File: src/rtl/ecp_defs.svh
// What this block does
// Trigger rising edge starts one measurement
// Contact-check edge runs check, reports pass
// Voltage-check edge starts voltage error check
// Open-correction edge runs correction, reports pass
// Start edge turns measurement voltage on
// Stop edge turns measurement voltage off
// Clear edge erases measured value and judgment
// Interlock held on disables interlock protection
// Panel-lock level locks keys, off releases
// Done and acquisition-done on after power-up
// Controller reads pass and fail together
// High, within, low judgments held levels
// Voltage-check pass held as level
// Done after judgment; acquisition-done after conversion
// Fault on overflow or capacitance over limit; if one write ends contact check and open correction, only the latter sets it
// Pass when within, else fail, normal end
// Sink mode inverts output pin polarity
// Synchronise inputs, detect edges from samples
`ifndef ECP_DEFS_SVH
`define ECP_DEFS_SVH

// Register byte offsets
`define ECP_OFS_CTRL 8'h00
`define ECP_OFS_STATUS 8'h04
`define ECP_OFS_EVENT 8'h08
`define ECP_OFS_MASK 8'h0c
`define ECP_OFS_ACQ 8'h10
`define ECP_OFS_MEAS 8'h14
`define ECP_OFS_CHECK 8'h18
`define ECP_OFS_PINS 8'h1c

// Control fields
`define ECP_CTRL_SINK 0
`define ECP_CTRL_RESET 1'h0

// Event bits (event and mask registers share this layout)
`define ECP_EVT_WIDTH 7
`define ECP_EVT_MEASURE 0
`define ECP_EVT_CCHK 1
`define ECP_EVT_VCHK 2
`define ECP_EVT_OPEN 3
`define ECP_EVT_START 4
`define ECP_EVT_STOP 5
`define ECP_EVT_CLEAR 6
`define ECP_MASK_RESET 7'h00

// Command input vector positions
`define ECP_IN_WIDTH 9
`define ECP_IN_INTERLOCK 7
`define ECP_IN_PANEL 8

// Measurement result write fields
`define ECP_MEAS_JUDGE_LSB 0
`define ECP_MEAS_JUDGE_MSB 1
`define ECP_MEAS_OVERFLOW 2
`define ECP_JUDGE_HIGH 2'h1
`define ECP_JUDGE_IN 2'h2
`define ECP_JUDGE_LOW 2'h3

// Check result write fields
`define ECP_CHK_CC_DONE 0
`define ECP_CHK_CC_PASS 1
`define ECP_CHK_CC_OVER 2
`define ECP_CHK_OP_DONE 3
`define ECP_CHK_OP_PASS 4
`define ECP_CHK_OP_OVER 5
`define ECP_CHK_VC_DONE 6
`define ECP_CHK_VC_PASS 7

// Status fields
`define ECP_ST_INTERLOCK 0
`define ECP_ST_PANEL 1
`define ECP_ST_MEAS_BUSY 2
`define ECP_ST_CC_BUSY 3
`define ECP_ST_VC_BUSY 4
`define ECP_ST_OP_BUSY 5
`define ECP_ST_VALID 6

// Output pin vector positions
`define ECP_PIN_WIDTH 12
`define ECP_PIN_DONE 0
`define ECP_PIN_ACQ 1
`define ECP_PIN_FAULT 2
`define ECP_PIN_CCPASS 3
`define ECP_PIN_VCPASS 4
`define ECP_PIN_OPPASS 5
`define ECP_PIN_VACT 6
`define ECP_PIN_HIGH 7
`define ECP_PIN_IN 8
`define ECP_PIN_LOW 9
`define ECP_PIN_PASS 10
`define ECP_PIN_FAIL 11
`define ECP_PIN_RESET 12'h003

`endif

File: src/rtl/ecp_pkg.sv
package ecp_pkg;
   `include "ecp_defs.svh"

   typedef enum logic [1:0] {
      ECP_JUDGE_NONE,
      ECP_JUDGE_HIGH,
      ECP_JUDGE_IN,
      ECP_JUDGE_LOW
   } ecp_judge_e;

   typedef logic [`ECP_EVT_WIDTH-1:0] ecp_evt_t;
   typedef logic [`ECP_PIN_WIDTH-1:0] ecp_pin_t;
   typedef logic [`ECP_IN_WIDTH-1:0] ecp_in_t;

   typedef struct packed {
      logic sinkMode;
      ecp_evt_t event_;
      ecp_evt_t mask;
      logic measBusy;
      logic ccBusy;
      logic vcBusy;
      logic opBusy;
      logic valid;
      ecp_judge_e judge;
      ecp_pin_t on;
      ecp_pin_t pins;
      logic [31:0] rdata;
   } ecp_state_s;
endpackage

File: src/rtl/ecp_input_sync.sv
`timescale 1ns/10ps
module ecp_input_sync (
   // Clock and reset
   input wire logic clock,
   input wire logic rst_n,
   // Raw inputs and results
   input wire ecp_pkg::ecp_in_t rawIn,
   output ecp_pkg::ecp_in_t level,
   output ecp_pkg::ecp_in_t rise
);
   import ecp_pkg::*;

   typedef struct packed {
      ecp_in_t meta;
      ecp_in_t sync;
      ecp_in_t last;
   } ecp_sync_s;

   ecp_sync_s state;
   ecp_sync_s next_state;

   // Two-stage synchroniser, edge found between stage two and a delayed copy
   always_comb begin
      next_state.meta = rawIn;
      next_state.sync = state.meta;
      next_state.last = state.sync;
   end

   always_ff @(posedge clock or negedge rst_n) begin
      if (!rst_n) begin
         state <= '0;
      end else begin
         state <= next_state;
      end
   end

   assign level = state.sync;
   assign rise = state.sync & ~state.last;
endmodule // ecp_input_sync

File: src/rtl/ecp_port.sv
// The address map and the APB register port were decided locally.
`timescale 1ns/10ps
module ecp_port (
   // Clock and reset
   input wire logic clock,
   input wire logic rst_n,
   // APB slave
   input wire logic psel,
   input wire logic penable,
   input wire logic pwrite,
   input wire logic [7:0] paddr,
   input wire logic [31:0] pwdata,
   output logic [31:0] prdata,
   output logic pready,
   output logic pslverr,
   // Interrupt to the instrument processor
   output logic irq,
   // Command inputs from the controller, on-state high
   input wire logic measureTrigger,
   input wire logic contactCheckReq,
   input wire logic voltageCheckReq,
   input wire logic openCorrectReq,
   input wire logic voltageStartReq,
   input wire logic voltageStopReq,
   input wire logic clearReq,
   input wire logic interlockReq,
   input wire logic panelLockInput,
   // Status pins to the controller, electrical level
   output logic measurementDone,
   output logic acquisitionDone,
   output logic measureFault,
   output logic contactCheckPass,
   output logic voltageCheckPass,
   output logic openCorrectPass,
   output logic voltageActive,
   output logic judgeHigh,
   output logic judgeIn,
   output logic judgeLow,
   output logic judgePass,
   output logic judgeFail,
   // Internal instrument controls
   output logic driveVoltage,
   output logic interlockBypass,
   output logic keysLocked
);
   import ecp_pkg::*;

   ecp_state_s state;
   ecp_state_s next_state;
   ecp_in_t rawIn;
   ecp_in_t inLevel;
   ecp_in_t inRise;

   logic setupRead;
   logic accessWrite;
   logic mapped;
   logic [7:0] addrWord;

   function automatic logic isMapped(input logic [7:0] a);
      isMapped = (a == `ECP_OFS_CTRL) || (a == `ECP_OFS_STATUS) || (a == `ECP_OFS_EVENT) ||
         (a == `ECP_OFS_MASK) || (a == `ECP_OFS_ACQ) || (a == `ECP_OFS_MEAS) ||
         (a == `ECP_OFS_CHECK) || (a == `ECP_OFS_PINS);
   endfunction

   function automatic logic isWrite(input logic [7:0] a, input logic [7:0] ofs, input logic hit);
      isWrite = hit && (a == ofs);
   endfunction

   assign rawIn = {panelLockInput, interlockReq, clearReq, voltageStopReq, voltageStartReq,
      openCorrectReq, voltageCheckReq, contactCheckReq, measureTrigger};

   ecp_input_sync u_sync (
      .clock(clock),
      .rst_n(rst_n),
      .rawIn(rawIn),
      .level(inLevel),
      .rise(inRise)
   );

   // APB decode: zero wait states, read data captured in the setup cycle
   assign addrWord = {paddr[7:2], 2'b00};
   assign mapped = isMapped(addrWord) && (paddr[1:0] == 2'b00);
   assign setupRead = psel && !penable && !pwrite;
   assign accessWrite = psel && penable && pwrite && mapped;
   assign pready = psel && penable;
   assign pslverr = psel && penable && !mapped;
   assign prdata = state.rdata;

   always_comb begin
      logic [31:0] rd;
      ecp_evt_t raised;
      ecp_evt_t w1c;
      logic wAcq;
      logic wMeas;
      logic wChk;
      logic [1:0] jcode;
      rd = 32'h0;
      raised = inRise[`ECP_EVT_WIDTH-1:0];
      w1c = '0;
      wAcq = isWrite(addrWord, `ECP_OFS_ACQ, accessWrite);
      wMeas = isWrite(addrWord, `ECP_OFS_MEAS, accessWrite);
      wChk = isWrite(addrWord, `ECP_OFS_CHECK, accessWrite);
      jcode = pwdata[`ECP_MEAS_JUDGE_MSB:`ECP_MEAS_JUDGE_LSB];
      next_state = state;

      // Software registers
      if (isWrite(addrWord, `ECP_OFS_CTRL, accessWrite)) begin
         next_state.sinkMode = pwdata[`ECP_CTRL_SINK];
      end
      if (isWrite(addrWord, `ECP_OFS_MASK, accessWrite)) begin
         next_state.mask = pwdata[`ECP_EVT_WIDTH-1:0];
      end
      if (isWrite(addrWord, `ECP_OFS_EVENT, accessWrite)) begin
         w1c = pwdata[`ECP_EVT_WIDTH-1:0];
      end
      // A new edge in the clearing cycle survives
      next_state.event_ = (state.event_ & ~w1c) | raised;

      // Measurement trigger drops the done levels until results arrive
      if (inRise[`ECP_EVT_MEASURE]) begin
         next_state.measBusy = 1'b1;
         next_state.on[`ECP_PIN_DONE] = 1'b0;
         next_state.on[`ECP_PIN_ACQ] = 1'b0;
      end
      if (wAcq && pwdata[0]) begin
         next_state.on[`ECP_PIN_ACQ] = 1'b1;
      end
      if (wMeas) begin
         next_state.measBusy = 1'b0;
         next_state.valid = 1'b1;
         next_state.judge = ecp_judge_e'(jcode);
         next_state.on[`ECP_PIN_DONE] = 1'b1;
         next_state.on[`ECP_PIN_ACQ] = 1'b1;
         next_state.on[`ECP_PIN_FAULT] = pwdata[`ECP_MEAS_OVERFLOW];
         next_state.on[`ECP_PIN_HIGH] = (jcode == `ECP_JUDGE_HIGH);
         next_state.on[`ECP_PIN_IN] = (jcode == `ECP_JUDGE_IN);
         next_state.on[`ECP_PIN_LOW] = (jcode == `ECP_JUDGE_LOW);
         next_state.on[`ECP_PIN_PASS] = !pwdata[`ECP_MEAS_OVERFLOW] && (jcode == `ECP_JUDGE_IN);
         next_state.on[`ECP_PIN_FAIL] = !pwdata[`ECP_MEAS_OVERFLOW] && (jcode != `ECP_JUDGE_IN);
      end

      // Contact check
      if (inRise[`ECP_EVT_CCHK]) begin
         next_state.ccBusy = 1'b1;
         next_state.on[`ECP_PIN_CCPASS] = 1'b0;
      end
      if (wChk && pwdata[`ECP_CHK_CC_DONE]) begin
         next_state.ccBusy = 1'b0;
         next_state.on[`ECP_PIN_CCPASS] = pwdata[`ECP_CHK_CC_PASS] && !pwdata[`ECP_CHK_CC_OVER];
         next_state.on[`ECP_PIN_FAULT] = pwdata[`ECP_CHK_CC_OVER];
      end

      // Voltage error check
      if (inRise[`ECP_EVT_VCHK]) begin
         next_state.vcBusy = 1'b1;
      end
      if (wChk && pwdata[`ECP_CHK_VC_DONE]) begin
         next_state.vcBusy = 1'b0;
         next_state.on[`ECP_PIN_VCPASS] = pwdata[`ECP_CHK_VC_PASS];
      end

      // Open correction
      if (inRise[`ECP_EVT_OPEN]) begin
         next_state.opBusy = 1'b1;
         next_state.on[`ECP_PIN_OPPASS] = 1'b0;
      end
      if (wChk && pwdata[`ECP_CHK_OP_DONE]) begin
         next_state.opBusy = 1'b0;
         next_state.on[`ECP_PIN_OPPASS] = pwdata[`ECP_CHK_OP_PASS] && !pwdata[`ECP_CHK_OP_OVER];
         next_state.on[`ECP_PIN_FAULT] = pwdata[`ECP_CHK_OP_OVER];
      end

      // Voltage output; stop wins when both edges coincide
      if (inRise[`ECP_EVT_START]) begin
         next_state.on[`ECP_PIN_VACT] = 1'b1;
      end
      if (inRise[`ECP_EVT_STOP]) begin
         next_state.on[`ECP_PIN_VACT] = 1'b0;
      end

      // Clear erases value and judgment
      if (inRise[`ECP_EVT_CLEAR]) begin
         next_state.valid = 1'b0;
         next_state.judge = ECP_JUDGE_NONE;
         next_state.on[`ECP_PIN_HIGH] = 1'b0;
         next_state.on[`ECP_PIN_IN] = 1'b0;
         next_state.on[`ECP_PIN_LOW] = 1'b0;
         next_state.on[`ECP_PIN_PASS] = 1'b0;
         next_state.on[`ECP_PIN_FAIL] = 1'b0;
      end

      // Pin levels: source mode drives on as high, sink mode inverts
      next_state.pins = next_state.on ^ {`ECP_PIN_WIDTH{next_state.sinkMode}};

      // Read data for the access phase
      unique case (addrWord)
         `ECP_OFS_CTRL: rd[`ECP_CTRL_SINK] = state.sinkMode;
         `ECP_OFS_STATUS: begin
            rd[`ECP_ST_INTERLOCK] = inLevel[`ECP_IN_INTERLOCK];
            rd[`ECP_ST_PANEL] = inLevel[`ECP_IN_PANEL];
            rd[`ECP_ST_MEAS_BUSY] = state.measBusy;
            rd[`ECP_ST_CC_BUSY] = state.ccBusy;
            rd[`ECP_ST_VC_BUSY] = state.vcBusy;
            rd[`ECP_ST_OP_BUSY] = state.opBusy;
            rd[`ECP_ST_VALID] = state.valid;
         end
         `ECP_OFS_EVENT: rd[`ECP_EVT_WIDTH-1:0] = state.event_;
         `ECP_OFS_MASK: rd[`ECP_EVT_WIDTH-1:0] = state.mask;
         `ECP_OFS_ACQ: rd[0] = state.on[`ECP_PIN_ACQ];
         `ECP_OFS_MEAS: rd[`ECP_MEAS_JUDGE_MSB:`ECP_MEAS_JUDGE_LSB] = state.judge;
         `ECP_OFS_PINS: rd[`ECP_PIN_WIDTH-1:0] = state.on;
         default: rd = 32'h0;
      endcase
      if (setupRead) begin
         next_state.rdata = rd;
      end
   end

   always_ff @(posedge clock or negedge rst_n) begin
      if (!rst_n) begin
         state <= '0;
         state.sinkMode <= `ECP_CTRL_RESET;
         state.mask <= `ECP_MASK_RESET;
         state.on <= `ECP_PIN_RESET;
         state.pins <= `ECP_PIN_RESET;
      end else begin
         state <= next_state;
      end
   end

   assign irq = |(state.event_ & state.mask);

   assign measurementDone = state.pins[`ECP_PIN_DONE];
   assign acquisitionDone = state.pins[`ECP_PIN_ACQ];
   assign measureFault = state.pins[`ECP_PIN_FAULT];
   assign contactCheckPass = state.pins[`ECP_PIN_CCPASS];
   assign voltageCheckPass = state.pins[`ECP_PIN_VCPASS];
   assign openCorrectPass = state.pins[`ECP_PIN_OPPASS];
   assign voltageActive = state.pins[`ECP_PIN_VACT];
   assign judgeHigh = state.pins[`ECP_PIN_HIGH];
   assign judgeIn = state.pins[`ECP_PIN_IN];
   assign judgeLow = state.pins[`ECP_PIN_LOW];
   assign judgePass = state.pins[`ECP_PIN_PASS];
   assign judgeFail = state.pins[`ECP_PIN_FAIL];

   assign driveVoltage = state.on[`ECP_PIN_VACT];
   assign interlockBypass = inLevel[`ECP_IN_INTERLOCK];
   assign keysLocked = inLevel[`ECP_IN_PANEL];
endmodule // ecp_port

File: config.mk
export PLATFORM = sky130hd
export DESIGN_NAME = ecp_port
export DESIGN_NICKNAME = d
export VERILOG_FILES = /design/src/rtl/ecp_pkg.sv /design/src/rtl/ecp_input_sync.sv /design/src/rtl/ecp_port.sv
export VERILOG_INCLUDE_DIRS = /design/src /design/src/rtl
export SDC_FILE = /design/constraint.sdc
export NUM_CORES = 1
export LEC_CHECK = 0
export BUFFER_PORTS_ARGS = -buffer_cell sky130_fd_sc_hd__buf_2
export CORE_AREA = 2 2 87 89
export CTS_CLUSTER_DIAMETER = 120
export DETAILED_ROUTE_END_ITERATION = 6
export DIE_AREA = 0 0 89 91
export PLACE_DENSITY = 0.78
export SLEW_MARGIN = 20
export SYNTH_ARGS = -nofsm -noshare
export SYNTH_HDL_FRONTEND = slang
export SYNTH_SLANG_ARGS = --single-unit
File: constraint.sdc
create_clock -name clock -period 1.35 [get_ports clock]
set_clock_uncertainty 0.1 [all_clocks]
set_input_delay 0 -clock clock [delete_from_list [all_inputs] [get_ports clock]]
set_output_delay 0 -clock clock [all_outputs]
set_load 0.01 [all_outputs]
==> results of run 1 <==
[area by class of cell]
class / count / area share
Inverter: 2 / 0.001654
Sequential cell: 83 / 0.4588
Clock inverter: 7 / 0.01323
Clock buffer: 9 / 0.02730
Timing Repair Buffer: 117 / 0.1831
Multi-Input combinational cell: 183 / 0.2887
Tap cell: 99 / 0.02730
[kinds of logic after synthesis]
logic type               after synthesis  share of synthesized area
flip-flops                            83                     0.5859
AND/OR/NAND/NOR                       77                     0.1173
AO/OA/AOI/OAI                         48                    0.09683
buffers and inverters                 45                    0.08591
multiplexers                          25                    0.08063
XOR/XNOR                              12                    0.02958
adder cells (fa/ha/maj)                1                   0.002817
other                                  1                   0.001055
[stage by stage]
| step | instance area, um2 | cells |
|---|---|---|
| finish | 4538 | 500 |
| CTS | 4459 | 498 |
| global placement | 4018 | 458 |
| global route | 4538 | 500 |
| floorplan | 3656 | 311 |
| detailed placement | 4018 | 458 |
[state kept, by name (all words and copies together) (netlist names)]
| register | flops |
|---|---|
| driveVoltage | 1 |
| contactCheckPass | 1 |
| judgeHigh | 1 |
| u_sync.next_state | 9 |
| voltageActive | 1 |
| judgePass | 1 |
| u_sync.level | 9 |
| openCorrectPass | 1 |
| judgeLow | 1 |
| voltageCheckPass | 1 |
| acquisitionDone | 1 |
| judgeFail | 1 |
| judgeIn | 1 |
| measurementDone | 1 |
| state | 33 |
| prdata | 12 |
| measureFault | 1 |
| u_sync.state | 7 |
[routing by layer]
metal	global-route usage	vias up	share of wire	wire (um)
li1	-	1163	-	-
met1	0.2706	1234	0.44	3372
met2	0.3221	102	0.49	3776
met3	0.03182	14	0.055	428
met4	0.08955	0	0.022	172
met5	0	-	0	0
[placed cells by master (no fill, tap or decap), types with 2 or more instances in the layout]
| cell | instances |
|---|---|
| conb_1 | 20 |
| a22oi_2 | 4 |
| mux2i_1 | 7 |
| a22oi_1 | 5 |
| or3b_1 | 2 |
| dlygate4sd3_1 | 21 |
| nor3_1 | 3 |
| mux2_2 | 13 |
| nor2b_1 | 7 |
| buf_12 | 2 |
| dfrtp_1 | 79 |
| a22o_1 | 8 |
| nand2b_1 | 7 |
| inv_1 | 2 |
| a21oi_2 | 4 |
| clkinvlp_4 | 3 |
| nand4_1 | 2 |
| nand2_1 | 24 |
| xor2_1 | 12 |
| o21ai_0 | 6 |
| nor2_1 | 13 |
| inv_6 | 2 |
| buf_4 | 35 |
| nor2b_4 | 2 |
| buf_6 | 2 |
| mux2_4 | 3 |
| dfstp_2 | 4 |
| buf_2 | 56 |
| a21o_1 | 7 |
| nand3_1 | 8 |
| o21a_1 | 4 |
| clkbuf_8 | 9 |
| o21ai_1 | 4 |
[timing repair]
action	in CTS	in global routing
endpoints found under the hold margin	118	0
resized for setup	8	19
buffers inserted	3	2
pin swaps	1	6
gates cloned	0	0
endpoints found under the setup margin	14	22
hold buffers	21	0
[power by group through the flow]
stage / clock, uW / sequential, uW / combinational, uW
finish: 1660 / 2570 / 461
global route: 1780 / 2580 / 502
CTS: 1680 / 2570 / 444
detailed placement: 0 / 2620 / 388
global placement: 0 / 2620 / 380
floorplan: 0 / 2620 / 221
[worst max-delay path: stages, from the launching register on]
cell      delay, ps
dfrtp_1         420
buf_6           130
a222oi_1        320
nand3_1         140
buf_2           170
[worst max-delay path by stage]
stage / startpoint / to / slack [ps] / cells after the start
after detailed placement: paddr[7] / judgePass / -370 / 6
after global placement: paddr[7] / openCorrectPass / -300 / 6
after global routing: state[63] / irq / -310 / 4
after floorplan: paddr[7] / openCorrectPass / -160 / 6
after CTS: state[63] / irq / -290 / 4
final: state[63] / irq / -290 / 4
==> impl_metrics.json, run 1 <==
{
  "status": "finished, violations left",
  "violations": "setup timing",
  "cts.htree.levels": 3,
  "synth_top_area_frac": 0.5563,
  "synthFlopType": "dfrtp_1",
  "drt_iter0_drc": 210,
  "cts_root_buffer": "clkbuf_8",
  "worstSetupPathType": "flop to output pin",
  "avgSynthCellArea_um2": 12.17,
  "worstHoldEndpoint": "state[70]",
  "switching_share": 0.2652,
  "setup.worst_path.end_class": "output pin",
  "grtUsageTotal": 0.2019,
  "numCtsBuffers": 9,
  "grt_pass1_wl_um": 12290,
  "crit_arrival_ps": 1540,
  "hold_path.class": "primary input to flop",
  "r2r_start": "u_sync.level[8]",
  "leakagePower_uw": 0.002245,
  "first_global_vias": 2539,
  "finalWorstSetupSlack_ps": -285.5,
  "seq_area_um2": 2082,
  "hold_violations": 0,
  "power.share.clock": 0.354,
  "drt_pass1_iterations": 4,
  "vias_per_cell": 5.026,
  "die_area_um2": 8099,
  "drive_above_1_share": 0.3815,
  "row_count": 31,
  "nets": 450,
  "power_density_nw_per_um2": 1035,
  "min_period_ps": 1635,
  "area_delta_synth_final_pct": 27.71,
  "final_core_util": 0.6359,
  "wirelength_um": 7748,
  "dp_slack_ps": -374.2,
  "combPwrFrac": 0.098,
  "synth-seq-cells": 83,
  "worstPathMaxFanout": 2,
  "cts.sinks": 83,
  "fin_crit_sh": 1.211,
  "r2r_cells": 5,
  "gp_congestion": 0.8457,
  "gr-total-overflow": 0,
  "vias": 2513,
  "grt_start_max_net_pins": 43,
  "ys_seq_area_frac": 0.5859,
  "crit_required_ps": 1250,
  "ir_drop_uv": 777.9,
  "rrSetupSlack_ps": 10,
  "p_int_uw": 3450,
  "multi_input_area_um2": 1310,
  "synth-edff-count": 0,
  "die_x_um": 89,
  "finalSetupTns_ps": -346.7,
  "holdPathStages": 4,
  "die_h_um": 91,
  "io_buffer_count": 59,
  "start_util": 0.4979,
  "clock_path_buffers": 2,
  "fmax_mhz": 611.4,
  "p_switching_uw": 1245,
  "path_clk_slew_ps": 80,
  "synth_common_cells": "dfrtp_1 (79), buf_4 (32), nand2_1 (24)",
  "core_area_um2": 7137,
  "antenna_found_initial": 0,
  "diodes": 0,
  "cp-start-kind": "flop",
  "cts_tree": "yes",
  "place.detailed.hpwl_um": 5324,
  "maxCapViolations": 0,
  "worstReg2RegEnd": "prdata[1]",
  "nFillCells": 594,
  "ant_nets": 0,
  "postSynthCellCount": 292,
  "wl_per_cell_um": 15.50,
  "post-synth-top-count-cell": "dfrtp_1",
  "setup_viol": 5,
  "grt_setup_unrepaired": "yes",
  "yosysUniqueCellTypes": 42,
  "seqPwrFrac": 0.548,
  "synth-async-reset-ratio": 1.000,
  "yosys_warnings": 0,
  "clk_latency_ps": 350,
  "ios": 104,
  "synthesis.area_um2": 3553,
  "total_power_uw": 4695,
  "holdCritStartpoint": "pwdata[0]",
  "synth_area_leader_cell": "dfrtp_1",
  "remaining_drc_errors": 0,
  "slew_viol_final": 0,
  "yosys-top-cells-area": "dfrtp_1 (56%), buf_4 (6.8%), mux2_2 (4.8%)",
  "hold_ws_ps": 29.20
}
Note: power is estimated with default switching activity, not from simulation.
==> run 2: changes to the inputs <==
==> constraint.sdc (replaced) <==
create_clock -name clock -period 1.8 [get_ports clock]
set_clock_uncertainty 0.1 [all_clocks]
set_input_delay 0 -clock clock [delete_from_list [all_inputs] [get_ports clock]]
set_output_delay 0 -clock clock [all_outputs]
set_load 0.01 [all_outputs]
==> run 2 against run 1 <==
Against the previous run: the flow now finishes without violations; register-to-register slack gained 240 ps; flip-flop and latch count did not move; hold slack improved by 19 ps; clock power down 26%; non-clock buffer count down 22; sequential power shrank 25%.
==> impl_metrics.json, run 2 (same netlist as run 1, synthesis figures left out) <==
{
  "cts.sinks": 83,
  "maxCapViolations": 0,
  "hold_ws_ps": 48.26,
  "first_global_vias": 2347,
  "vias_per_cell": 4.937,
  "grtUsageTotal": 0.1890,
  "row_count": 31,
  "worstReg2RegEnd": "judgeIn",
  "final_common_cell": "dfrtp_1",
  "fin_crit_sh": 0.9683,
  "setup_viol": 0,
  "start_util": 0.4979,
  "drt_pass1_iterations": 7,
  "die_h_um": 91,
  "core_area_um2": 7137,
  "cts_root_buffer": "clkbuf_8",
  "largest_reg_flops": 33,
  "dpl-instance-area_um2": 3844,
  "numCtsBuffers": 9,
  "largest_register": "state",
  "area_delta_synth_final_pct": 20.53,
  "min_period_ps": 1743,
  "ir_drop_uv": 542.3,
  "grt_setup_unrepaired": "no",
  "finalSetupTns_ps": 0,
  "slew_viol_final": 0,
  "clock_path_buffers": 2,
  "worst_slew_pin_slew_ps": 802.6,
  "ios": 104,
  "worstSetupPathType": "primary input to flop",
  "die_area_um2": 8099,
  "io_buffer_count": 59,
  "cts.htree.levels": 3,
  "setup.worst_path.end_class": "flop",
  "path_clk_slew_ps": 80,
  "wl_per_cell_um": 14.76,
  "ant_nets": 0,
  "vias": 2360,
  "wirelength_um": 7056,
  "crit_required_ps": 1940,
  "layout_common_cells": "dfrtp_1 (79), buf_2 (57), nand2_1 (24), dlygate4sd3_1 (24), conb_1 (20)",
  "clk_latency_ps": 360,
  "drt_iter0_drc": 162,
  "gr-total-overflow": 0,
  "final_area_um2": 4283,
  "crit_arrival_ps": 1880,
  "fmax_mhz": 573.8,
  "die_x_um": 89,
  "gp_congestion": 0.8977,
  "status": "complete, no violations",
  "r2r_start": "u_sync.level[6]",
  "leakagePower_uw": 0.002114,
  "worstPathMaxFanout": 2,
  "diodes": 0,
  "remaining_drc_errors": 0,
  "grt_start_max_net_pins": 54,
  "r2r_cells": 3,
  "place.detailed.hpwl_um": 4908,
  "power_density_nw_per_um2": 807.4,
  "cp-start-kind": "primary input",
  "cts_tree": "yes",
  "slew_headroom": 0.4632,
  "final_core_util": 0.6001,
  "rrSetupSlack_ps": 250,
  "drive_above_1_share": 0.3087,
  "antenna_found_initial": 0,
  "hold_violations": 0,
  "nets": 428,
  "hold_path.class": "primary input to async pin",
  "grt_pass1_wl_um": 11430
}
## run 2: cell types whose count changed in the layout (fill, tap and decap cells not counted), sizes merged
cell | previous run | this run
buf | 96 | 71
dlygate4sd3 | 21 | 24
clkinv | 1 | 2
inv | 5 | 4
## run 2: how the worst max path moves through the flow
| stage | end | startpoint | cells after the start | slack (ps) |
|---|---|---|---|---|
| global placement | openCorrectPass | paddr[7] | 6 | 130 |
| floorplan | openCorrectPass | paddr[7] | 6 | 290 |
| global route | judgePass | psel | 6 | 6 |
| detailed placement | judgeHigh | paddr[7] | 6 | 90 |
| finish | measureFault | pwdata[0] | 7 | 60 |
| CTS | judgeHigh | psel | 7 | 50 |
## run 2: what timing repair did
| item | CTS | global route |
|---|---|---|
| hold buffers | 24 | 0 |
| buffers inserted | 0 | 2 |
| endpoints found under the hold margin | 121 | 0 |
| gates resized for setup | 0 | 2 |
| setup endpoints to repair | 0 | 3 |
## run 2: power by group
group | switching (uW) | internal [uW]
Sequential | 18.6 | 1910
Combinational | 172 | 128
Clock | 712 | 518
Total | 902 | 2560
## run 2: cell type report
class | count | area (um2)
clock inverters | 7 | 60.06
fillers | 603 | 2854
inverters | 2 | 7.507
flip-flops and latches | 83 | 2082
multi-input cells | 183 | 1242
well taps | 99 | 123.9
repair buffers | 95 | 643.1
clock buffers | 9 | 123.9
## run 2: critical path, cell delays in order
cell and delay [ps]:
dlygate4sd3_1 550, buf_2 140, and3b_1 180, o2111ai_1 220
mux2_2 360, mux2_2 290, xor2_1 150
## run 2: per-layer routing
layer	wire [um]	share of wire	up-vias	global-route usage
met5	0	0	-	0
met4	128	0.018	0	0.07587
met3	353	0.050	12	0.04364
met2	3378	0.48	76	0.2973
met1	3195	0.45	1155	0.2521
li1	-	-	1117	-
## run 2: metrics by stage
step                setup slack (ps)  total power, uW  std cells
detailed placement             88.12             2225        437
CTS                            51.49             3490        477
finish                         57.10             3458        478
global route                   6.287             3611        478
floorplan                      291.7             2126        311
global placement               131.8             2219        437
